`src/rtl/pers_pkg.sv`:
```
// constants and carrier types for the enable and reset supervisor
package pers_pkg;

  // clock and documented times
  localparam int unsigned CLK_HZ         = 100_000_000;
  localparam int unsigned CYC_PER_MS     = CLK_HZ / 1000;
  localparam int unsigned DEBOUNCE_MS    = 50;
  localparam int unsigned RESET_DELAY_MS = 100;
  localparam int unsigned DEBOUNCE_CYC   = CYC_PER_MS * DEBOUNCE_MS;
  localparam int unsigned RESET_DLY_CYC  = CYC_PER_MS * RESET_DELAY_MS;
  localparam int          CNT_W          = 24;

  // apb decode: index is the word address
  localparam int AW      = 12;
  localparam int IDX_LSB = 2;
  localparam int IDX_MSB = 9;

  // register indices
  localparam logic [7:0] IDX_CHG_CFG2  = 8'h04;
  localparam logic [7:0] IDX_CHG_CFG3  = 8'h05;
  localparam logic [7:0] IDX_BUCK_V    = 8'h07;
  localparam logic [7:0] IDX_LINREG_V  = 8'h08;
  localparam logic [7:0] IDX_MISC_CTRL = 8'h0A;
  localparam logic [7:0] IDX_GPIO_DATA = 8'h0B;
  localparam logic [7:0] IDX_GPIO_DIR  = 8'h0C;
  localparam logic [7:0] IDX_IRQ_MASK0 = 8'h0D;
  localparam logic [7:0] IDX_IRQ_FLAG0 = 8'h0E;

  // field positions
  localparam int HOLD_BIT     = 7;
  localparam int MISC_HOLDALL = 5;
  localparam int MISC_MON_SEL = 0;
  localparam int MISC_MON_EN  = 1;
  localparam int CFG2_CMP_EN  = 0;
  localparam int CFG2_CHG_EN  = 1;
  localparam int CFG3_CMP     = 0;
  localparam int CFG3_SEL_LO  = 1;
  localparam int CFG3_SEL_HI  = 2;
  localparam int IRQ_CELL_LOW = 0;
  localparam int VCODE_MSB    = 5;

  // voltage code 0 is 0.8 V, steps of 50 mV, top code is 3.3 V
  localparam logic [5:0] VCODE_MAX = 6'h32;

  // reset values
  localparam logic [7:0] CFG2_RST  = 8'h02;
  localparam logic [7:0] CFG3_RST  = 8'h01;
  localparam logic [7:0] MISC_RST  = 8'h00;
  localparam logic [7:0] MASK_RST  = 8'hFF;
  localparam logic [3:0] GDIR_RST  = 4'hC;
  localparam logic [3:0] GDATA_RST = 4'h0;

  typedef struct packed {
    logic       push_button_n;
    logic       buck_hold_in;
    logic       linreg_hold_in;
    logic       charger_input_good;
    logic       rail_uvlo;
    logic       linreg_pgood;
    logic       thr_below;
    logic       linreg_overtemp;
    logic       chg_overtemp;
    logic       chg_overhot;
    logic       cell_below;
    logic       chg_active;
    logic       cell_present;
    logic [3:0] gpio_in;
  } pers_pins_s;

  typedef struct packed {
    logic       buck_enable;
    logic       linreg_enable;
    logic       ctrl_powered;
    logic       linreg_tmon_en;
    logic [5:0] buck_vsel;
    logic [5:0] linreg_vsel;
    logic       chg_current_reduce;
    logic       chg_disable;
    logic       mon_sel_temp;
    logic       mon_ground;
    logic       therm_bias_en;
    logic       cell_cmp_en;
    logic [1:0] cell_thr_sel;
    logic       reset_n_o;
    logic       reset_n_oe;
    logic       irq_n_o;
    logic       irq_n_oe;
    logic [3:0] gpio_sink_en;
  } pers_power_s;

  typedef struct packed {
    pers_pins_s       s1;
    pers_pins_s       s2;
    logic             pb_db;
    logic [CNT_W-1:0] db_cnt;
    logic             armed;
    logic             lost;
    logic             tsd;
    logic [CNT_W-1:0] rcnt;
    logic [7:0]       buck_v;
    logic [7:0]       linreg_v;
    logic [7:0]       misc;
    logic [7:0]       cfg2;
    logic [7:0]       cfg3;
    logic [7:0]       mask;
    logic [7:0]       flags;
    logic [3:0]       gdir;
    logic [3:0]       gdata;
    logic             pready;
    logic [31:0]      prdata;
    pers_power_s      out;
  } pers_state_s;

endpackage

```
`src/rtl/pers_supervisor.sv`:
```
// enable sequencing, reset supervision and apb control registers
`timescale 1ns/10ps
`default_nettype none

module pers_supervisor #(
  parameter int unsigned DEBOUNCE_CYCLES = pers_pkg::DEBOUNCE_CYC,
  parameter int unsigned RESET_DLY_CYCLES = pers_pkg::RESET_DLY_CYC,
  parameter bit          EXT_ADJ_BUCK = 1'b0,
  parameter bit          EXT_ADJ_LINREG = 1'b0,
  parameter bit          THRESHOLD_VARIANT = 1'b0,
  parameter logic [5:0]  BUCK_VDEF = 6'h16,
  parameter logic [5:0]  LINREG_VDEF = 6'h15
) (
  input  wire logic                  ref_clk,
  input  wire logic                  reset,
  input  wire logic                  psel,
  input  wire logic                  penable,
  input  wire logic                  pwrite,
  input  wire logic [pers_pkg::AW-1:0] paddr,
  input  wire logic [31:0]           pwdata,
  output logic      [31:0]           prdata,
  output logic                       pready,
  input  wire pers_pkg::pers_pins_s  pins,
  output pers_pkg::pers_power_s      power
);

  localparam logic [pers_pkg::CNT_W-1:0] DB_LAST =
    pers_pkg::CNT_W'(DEBOUNCE_CYCLES - 1);
  localparam logic [pers_pkg::CNT_W-1:0] RD_LAST =
    pers_pkg::CNT_W'(RESET_DLY_CYCLES - 1);

  pers_pkg::pers_state_s st;
  pers_pkg::pers_state_s next_st;

  logic       pressed;
  logic       in_good;
  logic       gate_off;
  logic       common_on;
  logic       rcond;
  logic       reload;
  logic       acc;
  logic       setup;
  logic       cmp_active;
  logic [7:0] idx;

  // clamp a voltage code into the legal range, hold bit kept
  function automatic logic [7:0] vclamp(input logic [7:0] d);
    logic [5:0] c;
    c = d[pers_pkg::VCODE_MSB:0];
    if (c > pers_pkg::VCODE_MAX) begin
      c = pers_pkg::VCODE_MAX;
    end
    return {d[pers_pkg::HOLD_BIT], 1'b0, c};
  endfunction

  // read view of a register index, unmapped reads zero
  function automatic logic [7:0] rdval(input logic [7:0] i,
                                       input pers_pkg::pers_state_s s);
    logic [7:0] v;
    v = 8'h00;
    unique case (i)
      pers_pkg::IDX_CHG_CFG2:  v = s.cfg2;
      pers_pkg::IDX_CHG_CFG3:  v = s.cfg3;
      pers_pkg::IDX_BUCK_V:    v = s.buck_v;
      pers_pkg::IDX_LINREG_V:  v = s.linreg_v;
      pers_pkg::IDX_MISC_CTRL: v = s.misc;
      pers_pkg::IDX_GPIO_DATA:
        v = {4'h0, (s.gdir & s.gdata) | (~s.gdir & s.s2.gpio_in)};
      pers_pkg::IDX_GPIO_DIR:  v = {4'h0, s.gdir};
      pers_pkg::IDX_IRQ_MASK0: v = s.mask;
      pers_pkg::IDX_IRQ_FLAG0: v = s.flags;
      default:                 v = 8'h00;
    endcase
    return v;
  endfunction

  // decoded helpers from registered state; setup, acc and idx also take the apb inputs directly
  assign pressed   = !st.pb_db;
  assign in_good   = st.s2.charger_input_good;
  assign gate_off  = st.s2.rail_uvlo | st.tsd;
  assign common_on = pressed | in_good | st.misc[pers_pkg::MISC_HOLDALL];
  assign reload    = st.s2.rail_uvlo | st.out.reset_n_oe;
  assign setup     = psel & !penable;
  assign acc       = psel & penable & st.pready;
  assign idx       = paddr[pers_pkg::IDX_MSB:pers_pkg::IDX_LSB];
  assign cmp_active = st.cfg2[pers_pkg::CFG2_CMP_EN] &
                      !st.cfg2[pers_pkg::CFG2_CHG_EN];
  // reset source depends on the variant strap
  assign rcond = THRESHOLD_VARIANT ? st.s2.thr_below :
                 (!st.s2.linreg_pgood | !st.out.linreg_enable);

  // whole next state
  always_comb begin
    next_st = st;
    // pins cross in through two flops
    next_st.s1 = pins;
    next_st.s2 = st.s1;

    // a level must hold for the whole period to be taken
    if (st.s2.push_button_n == st.pb_db) begin
      next_st.db_cnt = '0;
    end else if (st.db_cnt == DB_LAST) begin
      next_st.pb_db  = st.s2.push_button_n;
      next_st.db_cnt = '0;
    end else begin
      next_st.db_cnt = st.db_cnt + 1'b1;
    end

    // holds act as enables only after a first power-up
    if (!st.s2.cell_present) begin
      next_st.lost  = 1'b1;
      next_st.armed = 1'b0;
    end else if (pressed) begin
      next_st.lost  = 1'b0;
      next_st.armed = 1'b1;
    end else if (in_good && !st.lost) begin
      next_st.armed = 1'b1;
    end

    // trip latches until the sensor cools
    if (st.out.linreg_enable && st.s2.linreg_overtemp) begin
      next_st.tsd = 1'b1;
    end else if (!st.s2.linreg_overtemp) begin
      next_st.tsd = 1'b0;
    end

    // one gate for both rails so they drop in the same cycle
    next_st.out.buck_enable = !gate_off & (common_on |
      (st.armed & (st.s2.buck_hold_in | st.buck_v[pers_pkg::HOLD_BIT])));
    next_st.out.linreg_enable = !gate_off & (common_on |
      (st.armed & (st.s2.linreg_hold_in | st.linreg_v[pers_pkg::HOLD_BIT])));
    next_st.out.ctrl_powered = next_st.out.buck_enable |
                               next_st.out.linreg_enable;
    next_st.out.linreg_tmon_en = next_st.out.linreg_enable;

    // charger: reduce first, disable only once already reducing
    next_st.out.chg_current_reduce = st.s2.chg_overtemp;
    if (st.out.chg_current_reduce && st.s2.chg_overhot) begin
      next_st.out.chg_disable = 1'b1;
    end else if (!st.s2.chg_overtemp) begin
      next_st.out.chg_disable = 1'b0;
    end

    // reset delay restarts whenever the condition returns
    if (rcond) begin
      next_st.out.reset_n_oe = 1'b1;
      next_st.rcnt = '0;
    end else if (st.out.reset_n_oe) begin
      if (st.rcnt == RD_LAST) begin
        next_st.out.reset_n_oe = 1'b0;
      end else begin
        next_st.rcnt = st.rcnt + 1'b1;
      end
    end

    // register writes take effect at the access edge
    if (acc && pwrite) begin
      unique case (idx)
        pers_pkg::IDX_CHG_CFG2:  next_st.cfg2 = pwdata[7:0];
        pers_pkg::IDX_CHG_CFG3:
          next_st.cfg3 = {pwdata[7:1], st.cfg3[pers_pkg::CFG3_CMP]};
        pers_pkg::IDX_BUCK_V:    next_st.buck_v = vclamp(pwdata[7:0]);
        pers_pkg::IDX_LINREG_V:  next_st.linreg_v = vclamp(pwdata[7:0]);
        pers_pkg::IDX_MISC_CTRL: next_st.misc = pwdata[7:0];
        pers_pkg::IDX_GPIO_DATA: next_st.gdata = pwdata[3:0];
        pers_pkg::IDX_GPIO_DIR:  next_st.gdir = pwdata[3:0];
        pers_pkg::IDX_IRQ_MASK0: next_st.mask = pwdata[7:0];
        default: ;
      endcase
    end

    // defaults win over software while held down
    if (reload) begin
      next_st.buck_v   = {2'b00, BUCK_VDEF};
      next_st.linreg_v = {2'b00, LINREG_VDEF};
      next_st.cfg2     = pers_pkg::CFG2_RST;
      next_st.cfg3     = pers_pkg::CFG3_RST;
      next_st.misc     = pers_pkg::MISC_RST;
      next_st.mask     = pers_pkg::MASK_RST;
      next_st.gdir     = pers_pkg::GDIR_RST;
      next_st.gdata    = pers_pkg::GDATA_RST;
    end

    // comparator status, forced high when switched off
    if (!next_st.cfg2[pers_pkg::CFG2_CMP_EN]) begin
      next_st.cfg3[pers_pkg::CFG3_CMP] = 1'b1;
    end else if (cmp_active) begin
      next_st.cfg3[pers_pkg::CFG3_CMP] = !st.s2.cell_below;
    end

    // clear only the bits the read returned, a new event still lands
    if (acc && !pwrite && idx == pers_pkg::IDX_IRQ_FLAG0) begin
      next_st.flags = st.flags & ~st.prdata[7:0];
    end
    if (cmp_active && st.cfg3[pers_pkg::CFG3_CMP] &&
        !next_st.cfg3[pers_pkg::CFG3_CMP] &&
        !st.mask[pers_pkg::IRQ_CELL_LOW]) begin
      next_st.flags[pers_pkg::IRQ_CELL_LOW] = 1'b1;
    end
    next_st.out.irq_n_oe = |next_st.flags;

    // apb: data captured in setup, answered in first access cycle
    next_st.pready = setup;
    next_st.prdata = (setup && !pwrite) ? {24'h000000, rdval(idx, st)} : 32'h0;

    // analog steering and pin drives
    next_st.out.mon_sel_temp = st.misc[pers_pkg::MISC_MON_SEL];
    next_st.out.mon_ground = !st.misc[pers_pkg::MISC_MON_EN];
    next_st.out.therm_bias_en = !st.s2.chg_active &
      st.misc[pers_pkg::MISC_MON_EN] & st.misc[pers_pkg::MISC_MON_SEL];
    next_st.out.cell_cmp_en = cmp_active;
    next_st.out.cell_thr_sel = {st.cfg3[pers_pkg::CFG3_SEL_HI],
                                st.cfg3[pers_pkg::CFG3_SEL_LO]};
    next_st.out.gpio_sink_en = st.gdir & st.gdata;
    // adjustable parts keep the default code on the pins
    next_st.out.buck_vsel = EXT_ADJ_BUCK ? BUCK_VDEF :
      st.buck_v[pers_pkg::VCODE_MSB:0];
    next_st.out.linreg_vsel = EXT_ADJ_LINREG ? LINREG_VDEF :
      st.linreg_v[pers_pkg::VCODE_MSB:0];
    next_st.out.reset_n_o = 1'b0;
    next_st.out.irq_n_o = 1'b0;
  end

  // state register, reset holds the rails off and reset asserted
  always_ff @(posedge ref_clk or posedge reset) begin
    if (reset) begin
      st <= '0;
      // pins start at their idle level so no false event follows reset
      st.s1.push_button_n <= 1'b1;
      st.s2.push_button_n <= 1'b1;
      st.s1.cell_present  <= 1'b1;
      st.s2.cell_present  <= 1'b1;
      st.pb_db <= 1'b1;
      st.buck_v <= {2'b00, BUCK_VDEF};
      st.linreg_v <= {2'b00, LINREG_VDEF};
      st.cfg2 <= pers_pkg::CFG2_RST;
      st.cfg3 <= pers_pkg::CFG3_RST;
      st.misc <= pers_pkg::MISC_RST;
      st.mask <= pers_pkg::MASK_RST;
      st.gdir <= pers_pkg::GDIR_RST;
      st.gdata <= pers_pkg::GDATA_RST;
      st.out.reset_n_oe <= 1'b1;
      st.out.mon_ground <= 1'b1;
    end else begin
      st <= next_st;
    end
  end

  assign prdata = st.prdata;
  assign pready = st.pready;
  assign power  = st.out;
endmodule // pers_supervisor

`default_nettype wire

```
`config.mk`:
```
export PLATFORM = sky130hd
export DESIGN_NAME = pers_supervisor
export DESIGN_NICKNAME = d
export VERILOG_FILES = /design/src/rtl/pers_pkg.sv /design/src/rtl/pers_supervisor.sv
export SDC_FILE = /design/constraint.sdc
export NUM_CORES = 1
export LEC_CHECK = 0
export ABC_CLOCK_PERIOD_IN_PS = 10350
export BUFFER_PORTS_ARGS = -buffer_cell sky130_fd_sc_hd__buf_4
export CAP_MARGIN = 20
export CORE_MARGIN = 1
export CORE_UTILIZATION = 61
export CTS_CLUSTER_SIZE = 20
export DETAILED_ROUTE_END_ITERATION = 12
export PLACE_DENSITY = 0.87
export SETUP_SLACK_MARGIN = 0.5
export SKIP_LAST_GASP = 1
export SLEW_MARGIN = 20
export SYNTH_ARGS = -nofsm -noshare
export SYNTH_HDL_FRONTEND = slang
export SYNTH_SLANG_ARGS = --single-unit
```
`constraint.sdc`:
```
create_clock -name ref_clk -period 10.35 [get_ports ref_clk]
set_input_delay 2.5875 -clock ref_clk [delete_from_list [all_inputs] [get_ports ref_clk]]
set_output_delay 2.5875 -clock ref_clk [all_outputs]
set_load 0.02 [all_outputs]
```
==> run_results.csv, run 1 <==
group,metric,value,unit
outcome,status,"completed",
synthesis,syn-instance-count,795,
cts,cts_hold_buf,0,
cts,htreeDepth,4,
synthesis,synth_edf_count,0,
sta,setup_viol,0,
worst_setup_path,critPathBufInv,1,
die,die-area,14100,um2
sta,tns,0,ns
cells_and_area,layout_commonest_cell,"dfrtp_1",
die,fp.coreArea,13200,um2
worst_setup_path,path_max_fanout,8,
worst_setup_path,cp.required,10.65,ns
worst_setup_path,crit_chain,"buf_4 > or4_4 > nor4_4 > a21boi_0 > or4_1 > or4b_1",
worst_setup_path,critPathLaunchType,"primary input",
die,dieHeight,119,um
cts,cts_resized,0,
power,p_total,1.48,mW
worst_setup_path,cpMaxStageDelayCell,"or4_4",
power,ir_worst_vdd,116,uV
grt,grt_pass1_vias,5902,
cts,postCtsSetupBuffers,0,
die,ios,131,
worst_setup_path,worstPathArrival,4.89,ns
sta,max_freq,218,MHz
grt,antenna_found_initial,0,
sta,period_minus_slack,4.59,ns
die,die_w,119,um
drt,vias,6024,
drt,wl,18600,um
placement,place.port_buffers,75,
synthesis,synth_cell_types,56,
synthesis,yosysWarnings,0,
die,start_util,62.7,%
run,drv_cap,0,
cts,clk_path_buf_depth,2,
synthesis,syn_area,8300,um2
synthesis,ys_seq_elements,184,
drt,drtIter0Drc,485,
worst_setup_path,crit_type,"primary input to flop",
power,p_leak,3.97,nW
sta,slew_headroom,39.4,%
cts,cts_tree,"yes",
sta,hold_viol,0,
sta,post-route-period-util,44.4,%
synthesis,async_flop_share,100,%
sta,rsz0062_at_grt,"false",
cts,clock-sinks,184,
cells_and_area,layout.nets,884,
cts,clk_latency,0.43,ns
cts,cts.clk_slew.worst_paths,0.06,ns
drt,drtAntennaViolNets,0,
drt,route.detailed.drc,0,
grt,grt-ovfl-total,0,
worst_setup_path,endpoint_kind,"flop",
synthesis,yosysSeqAreaShare,55.9,%
cells_and_area,mostFrequentLayoutCells,"159 x dfrtp_1, 86 x nand2_1, 78 x buf_4",
worst_setup_path,critPathMaxStageDelay,0.56,ns
cells_and_area,drive_gt1_share,18.2,%
cts,cts_buffers,17,
cells_and_area,antenna_cells,0,
sta,slew_violations,0,
grt,grt_max_degree,99,
grt,grt_pass1_wl,30400,um
drt,drtPass1Iterations,7,
sta,clock_skew,0.00760,ns
sta,worstMarginPinSlew,0.901,ns
drt,routedWlPerCell,18.5,um
drt,viasPerCell,5.99,
cells_and_area,area_delta_synth_final,11.2,%
power,power_density,161,nW/um2
placement,gp_congestion,0.978,
cts,clockRootBuffer,"clkbuf_16",
grt,track_usage,28.3,%
synthesis,synthFlopType,"dfrtp_1",
synthesis,avgSynthCellArea,10.4,um2
die,floorplan.rows,42,
placement,hpwl,12500,um
worst_setup_path,critical-path-top-delay-family,"simple AND/OR/NAND/NOR gates",
hold_path,worstHoldPathType,"flop to flop",
## power breakdown
group          switching [mW]  internal [mW]  total (mW)
Sequential            0.00541          0.730       0.736
Clock                   0.269          0.407       0.676
Combinational          0.0513         0.0212      0.0725
Total                   0.326           1.16        1.48
## flip-flops by register name, summed over array words and instances, names as in the netlist
| register | flops |
|---|---|
| prdata | 8 |
| next_st | 32 |
| in_good | 1 |
| st | 113 |
| power | 29 |
| pready | 1 |
## through the flow
stage	hold WS (ns)	util (%)	std cells	area, um2	worst slack [ns]
final	0.351	69.7	1005	9220	5.76
after floorplan	0.331	-	820	8390	2.80
after global routing	0.354	69.7	1005	9220	5.64
after detailed placement	0.337	64.8	973	8590	5.29
after CTS	0.352	69.5	1005	9210	5.75
after global placement	0.332	64.8	973	8590	5.36
## per-layer routing
metal	share of wire, %	up-vias	track usage [%]
li1	-	2732	-
met1	42	2991	38.6
met2	48	261	44.2
met3	7.4	40	6.95
met4	2.3	0	10.2
met5	0	-	0
## worst paths after layout
kind | cells past startpoint | startpoint | endpoint | slack (ns)
max in group asynchronous | 3 | reset | st[144] | 6.79
worst max-delay path | 6 | paddr[7] | power[4] | 5.76
worst max register to register | 6 | pready | power[4] | 7.78
worst min register to register | 0 | next_st[183] | st[183] | 0.35
worst min-delay path | 0 | next_st[183] | st[183] | 0.35
min in group asynchronous | 2 | reset | st[160] | 2.34
## cells in the mapped netlist (9+ instances only)
library cell    n  area [um2]
a21oi_1        46         230
a22oi_1         9        67.6
and2_1         11        68.8
and3_1         12        75.1
buf_4          64         480
clkbuf_1       35         131
dfrtp_1       159        3980
dfstp_2        25         657
inv_1          10        37.5
mux2i_1        33         330
nand2_1        86         323
nand3_1        44         220
nand4_1        17         106
nor2_1         67         251
nor2b_1        10        62.6
nor3_1         17        85.1
nor4_1         10        62.6
o21ai_0        13        65.1
xnor2_1        10        87.6
xor2_1         22         193
## cells by family (layout without fill, tap and decap cells)
| family | after synthesis | in the layout | share of synthesized area [%] |
|---|---|---|---|
| fa+ha+maj | 2 | 2 | 0.302 |
| simple gates | 313 | 313 | 19.0 |
| xor+xnor | 32 | 32 | 3.38 |
| flops | 184 | 184 | 55.9 |
| mux | 39 | 39 | 4.80 |
| compound gates | 112 | 112 | 8.69 |
| other cells | 1 | 26 | 0.0452 |
| buf+inv | 112 | 121 | 7.96 |
## worst register-to-register path: cells and delay by family (launching register included)
family                 cells  cell delay [ns]
flip-flops                 1             0.39
AND/OR/NAND/NOR            4             1.64
buffers and inverters      1             0.28
AO/OA/AOI/OAI              1             0.12
## cell type report
| class | instances | area [um2] |
|---|---|---|
| clock buffer | 22 | 484 |
| inverter | 10 | 42.5 |
| tap | 176 | 220 |
| timing repair buffer | 79 | 597 |
| multi-input combinational | 524 | 3110 |
| sequential | 184 | 4640 |
| clock inverter | 10 | 139 |
| fill | 965 | 4020 |
Power figures use the tool's default switching activity.
==> inputs of run 2 (changes only) <==
--- a/config.mk
+++ b/config.mk
@@ -5,14 +5,14 @@
 export SDC_FILE = /design/constraint.sdc
 export NUM_CORES = 1
 export LEC_CHECK = 0
-export ABC_CLOCK_PERIOD_IN_PS = 10350
+export ABC_CLOCK_PERIOD_IN_PS = 4150
 export BUFFER_PORTS_ARGS = -buffer_cell sky130_fd_sc_hd__buf_4
 export CAP_MARGIN = 20
 export CORE_MARGIN = 1
-export CORE_UTILIZATION = 61
+export CORE_UTILIZATION = 51
 export CTS_CLUSTER_SIZE = 20
 export DETAILED_ROUTE_END_ITERATION = 12
-export PLACE_DENSITY = 0.87
+export PLACE_DENSITY = 0.78
 export SETUP_SLACK_MARGIN = 0.5
 export SKIP_LAST_GASP = 1
 export SLEW_MARGIN = 20
==> constraint.sdc (replaced) <==
create_clock -name ref_clk -period 4.15 [get_ports ref_clk]
set_input_delay 1.0375 -clock ref_clk [delete_from_list [all_inputs] [get_ports ref_clk]]
set_output_delay 1.0375 -clock ref_clk [all_outputs]
set_load 0.02 [all_outputs]
==> run 2 against run 1 <==
Utilization is 11 points lower. Routed wire length is 3.1% lower. Sequential cell count stayed put. Via count is 2.1% lower. Clock power grew to 2.6 times the previous value. Non-clock buffer count is 5 higher. First-iteration DRC count is 24% higher. Die area is 19% higher. Critical endpoint unchanged. Highest routed layer unchanged.
==> run_results.csv, run 2 (synthesis gave the netlist of run 1 again) <==
group,metric,value,unit
cells_and_area,layout_commonest_cell,"dfrtp_1",
drt,wl,18100,um
sta,tns,0,ns
cells_and_area,area_delta_synth_final,12.6,%
drt,viasPerCell,5.62,
cts,cts.clk_slew.worst_paths,0.07,ns
worst_setup_path,worstPathArrival,3.33,ns
worst_setup_path,timing.rr.end,"st[177]",
worst_setup_path,critPathLaunchType,"primary input",
placement,hpwl,12100,um
die,ios,131,
drt,drtIter0Drc,600,
sta,max_freq,330,MHz
worst_setup_path,ff2ff_path_depth,5,
grt,antenna_found_initial,0,
drt,route.detailed.drc,0,
die,floorplan.rows,46,
power,power_density,405,nW/um2
power,p_leak,4.00,nW
worst_setup_path,crit_end,"power[4]",
grt,track_usage,22.5,%
drt,vias,5898,
worst_setup_path,reg2reg_from,"st[156]",
grt,grt_pass1_vias,5480,
worst_setup_path,cp-startpoint,"paddr[7]",
cts,cts_buffers,17,
die,die-area,16800,um2
worst_setup_path,path_max_fanout,8,
cts,clk_latency,0.43,ns
power,p_total,3.79,mW
cts,clock-sinks,184,
die,start_util,52.2,%
placement,place.port_buffers,75,
cts,cts_tree,"yes",
cts,clockRootBuffer,"clkbuf_16",
sta,rsz0062_at_grt,"false",
cells_and_area,mostFrequentLayoutCells,"159 x dfrtp_1, 86 x nand2_1, 81 x buf_4",
sta,slew_violations,0,
outcome,status,"completed",
grt,grt_pass1_wl,28600,um
sta,period_minus_slack,3.03,ns
die,dieHeight,130,um
sta,setup_viol,0,
worst_setup_path,cp.required,4.45,ns
cells_and_area,drive_gt1_share,18.3,%
cells_and_area,largest_reg_flops,113,
cts,clk_path_buf_depth,2,
cts,postCtsSetupBuffers,0,
worst_setup_path,endpoint_kind,"flop",
cells_and_area,antenna_cells,0,
sta,worstMarginPinSlew,0.901,ns
grt,grt_max_degree,76,
die,die_w,130,um
die,fp.coreArea,15900,um2
drt,drtAntennaViolNets,0,
hold_path,worstHoldPathType,"flop to flop",
cts,htreeDepth,4,
grt,grt-ovfl-total,0,
sta,hold_viol,0,
placement,gp_congestion,0.908,
cells_and_area,layout.nets,889,
sta,post-route-period-util,73.1,%
cells_and_area,top_register,"st",
run,drv_cap,0,
power,ir_worst_vdd,283,uV
drt,drtPass1Iterations,5,
cells_and_area,fillers,1359,
sta,slew_headroom,39.6,%
cts,cts_resized,0,
cts,cts_hold_buf,0,
worst_setup_path,r2r_slack,1.83,ns
worst_setup_path,crit_type,"primary input to flop",
drt,routedWlPerCell,17.2,um
sta,clock_skew,0.00987,ns
[run 2: changes by cell type in the layout (fill, tap and decap cells not counted), sizes merged]
cell,previous run,this run
buf,79,84
bufinv,3,5
clkinvlp,1,2
clkbuf,22,19
[run 2: where the power goes]
group | leakage (nW) | switching, mW | internal, mW
Clock | 0.313 | 0.693 | 1.08
Combinational | 1.33 | 0.127 | 0.0562
Sequential | 2.36 | 0.0125 | 1.82
[run 2: layer usage]
layer  global-route usage, %  up-vias  routed length (um)
li1                        -     2737                   -
met1                    31.4     2909                8250
met2                    34.2      227                8250
met3                    5.90       25                1270
met4                    7.87        0                 293
met5                       0        -                   0
[run 2: stage by stage]
stage / setup slack, ns / instances / hold slack, ns / cell area, um2 / utilization, %
2_1_floorplan: 0.768 / 820 / 0.331 / 8390 / -
3_3_place_gp: 0.706 / 1017 / 0.334 / 8690 / 54.7
3_5_place_dp: 0.654 / 1017 / 0.335 / 8690 / 54.7
4_1_cts: 1.12 / 1049 / 0.345 / 9340 / 58.8
5_1_grt: 1.02 / 1050 / 0.353 / 9340 / 58.8
6_report: 1.12 / 1050 / 0.343 / 9340 / 58.8
[run 2: worst min path at each step]
stage	start	end	slack, ns	depth (start not counted)
after floorplan	next_st[194]	in_good	0.33	0
after global placement	next_st[193]	st[193]	0.33	0
after detailed placement	next_st[189]	next_st[15]	0.33	0
after CTS	next_st[190]	st[190]	0.34	0
after global routing	next_st[190]	st[190]	0.35	0
final	next_st[190]	st[190]	0.34	0
[run 2: area by class of cell]
cell class / count / area [um2] / area share (%)
sequential: 184 / 4640 / 49.6
multi-input combinational: 524 / 3090 / 33.1
timing repair buffer: 84 / 653 / 6.99
clock buffer: 19 / 433 / 4.63
tap: 216 / 270 / 2.89
clock inverter: 13 / 215 / 2.30
inverter: 10 / 41.3 / 0.442
[run 2: critical path, cell delays in order]
cell	delay, ns
buf_4	0.11
or4_4	0.57
nor4_4	0.46
a21boi_0	0.19
or4_1	0.48
or4b_1	0.48
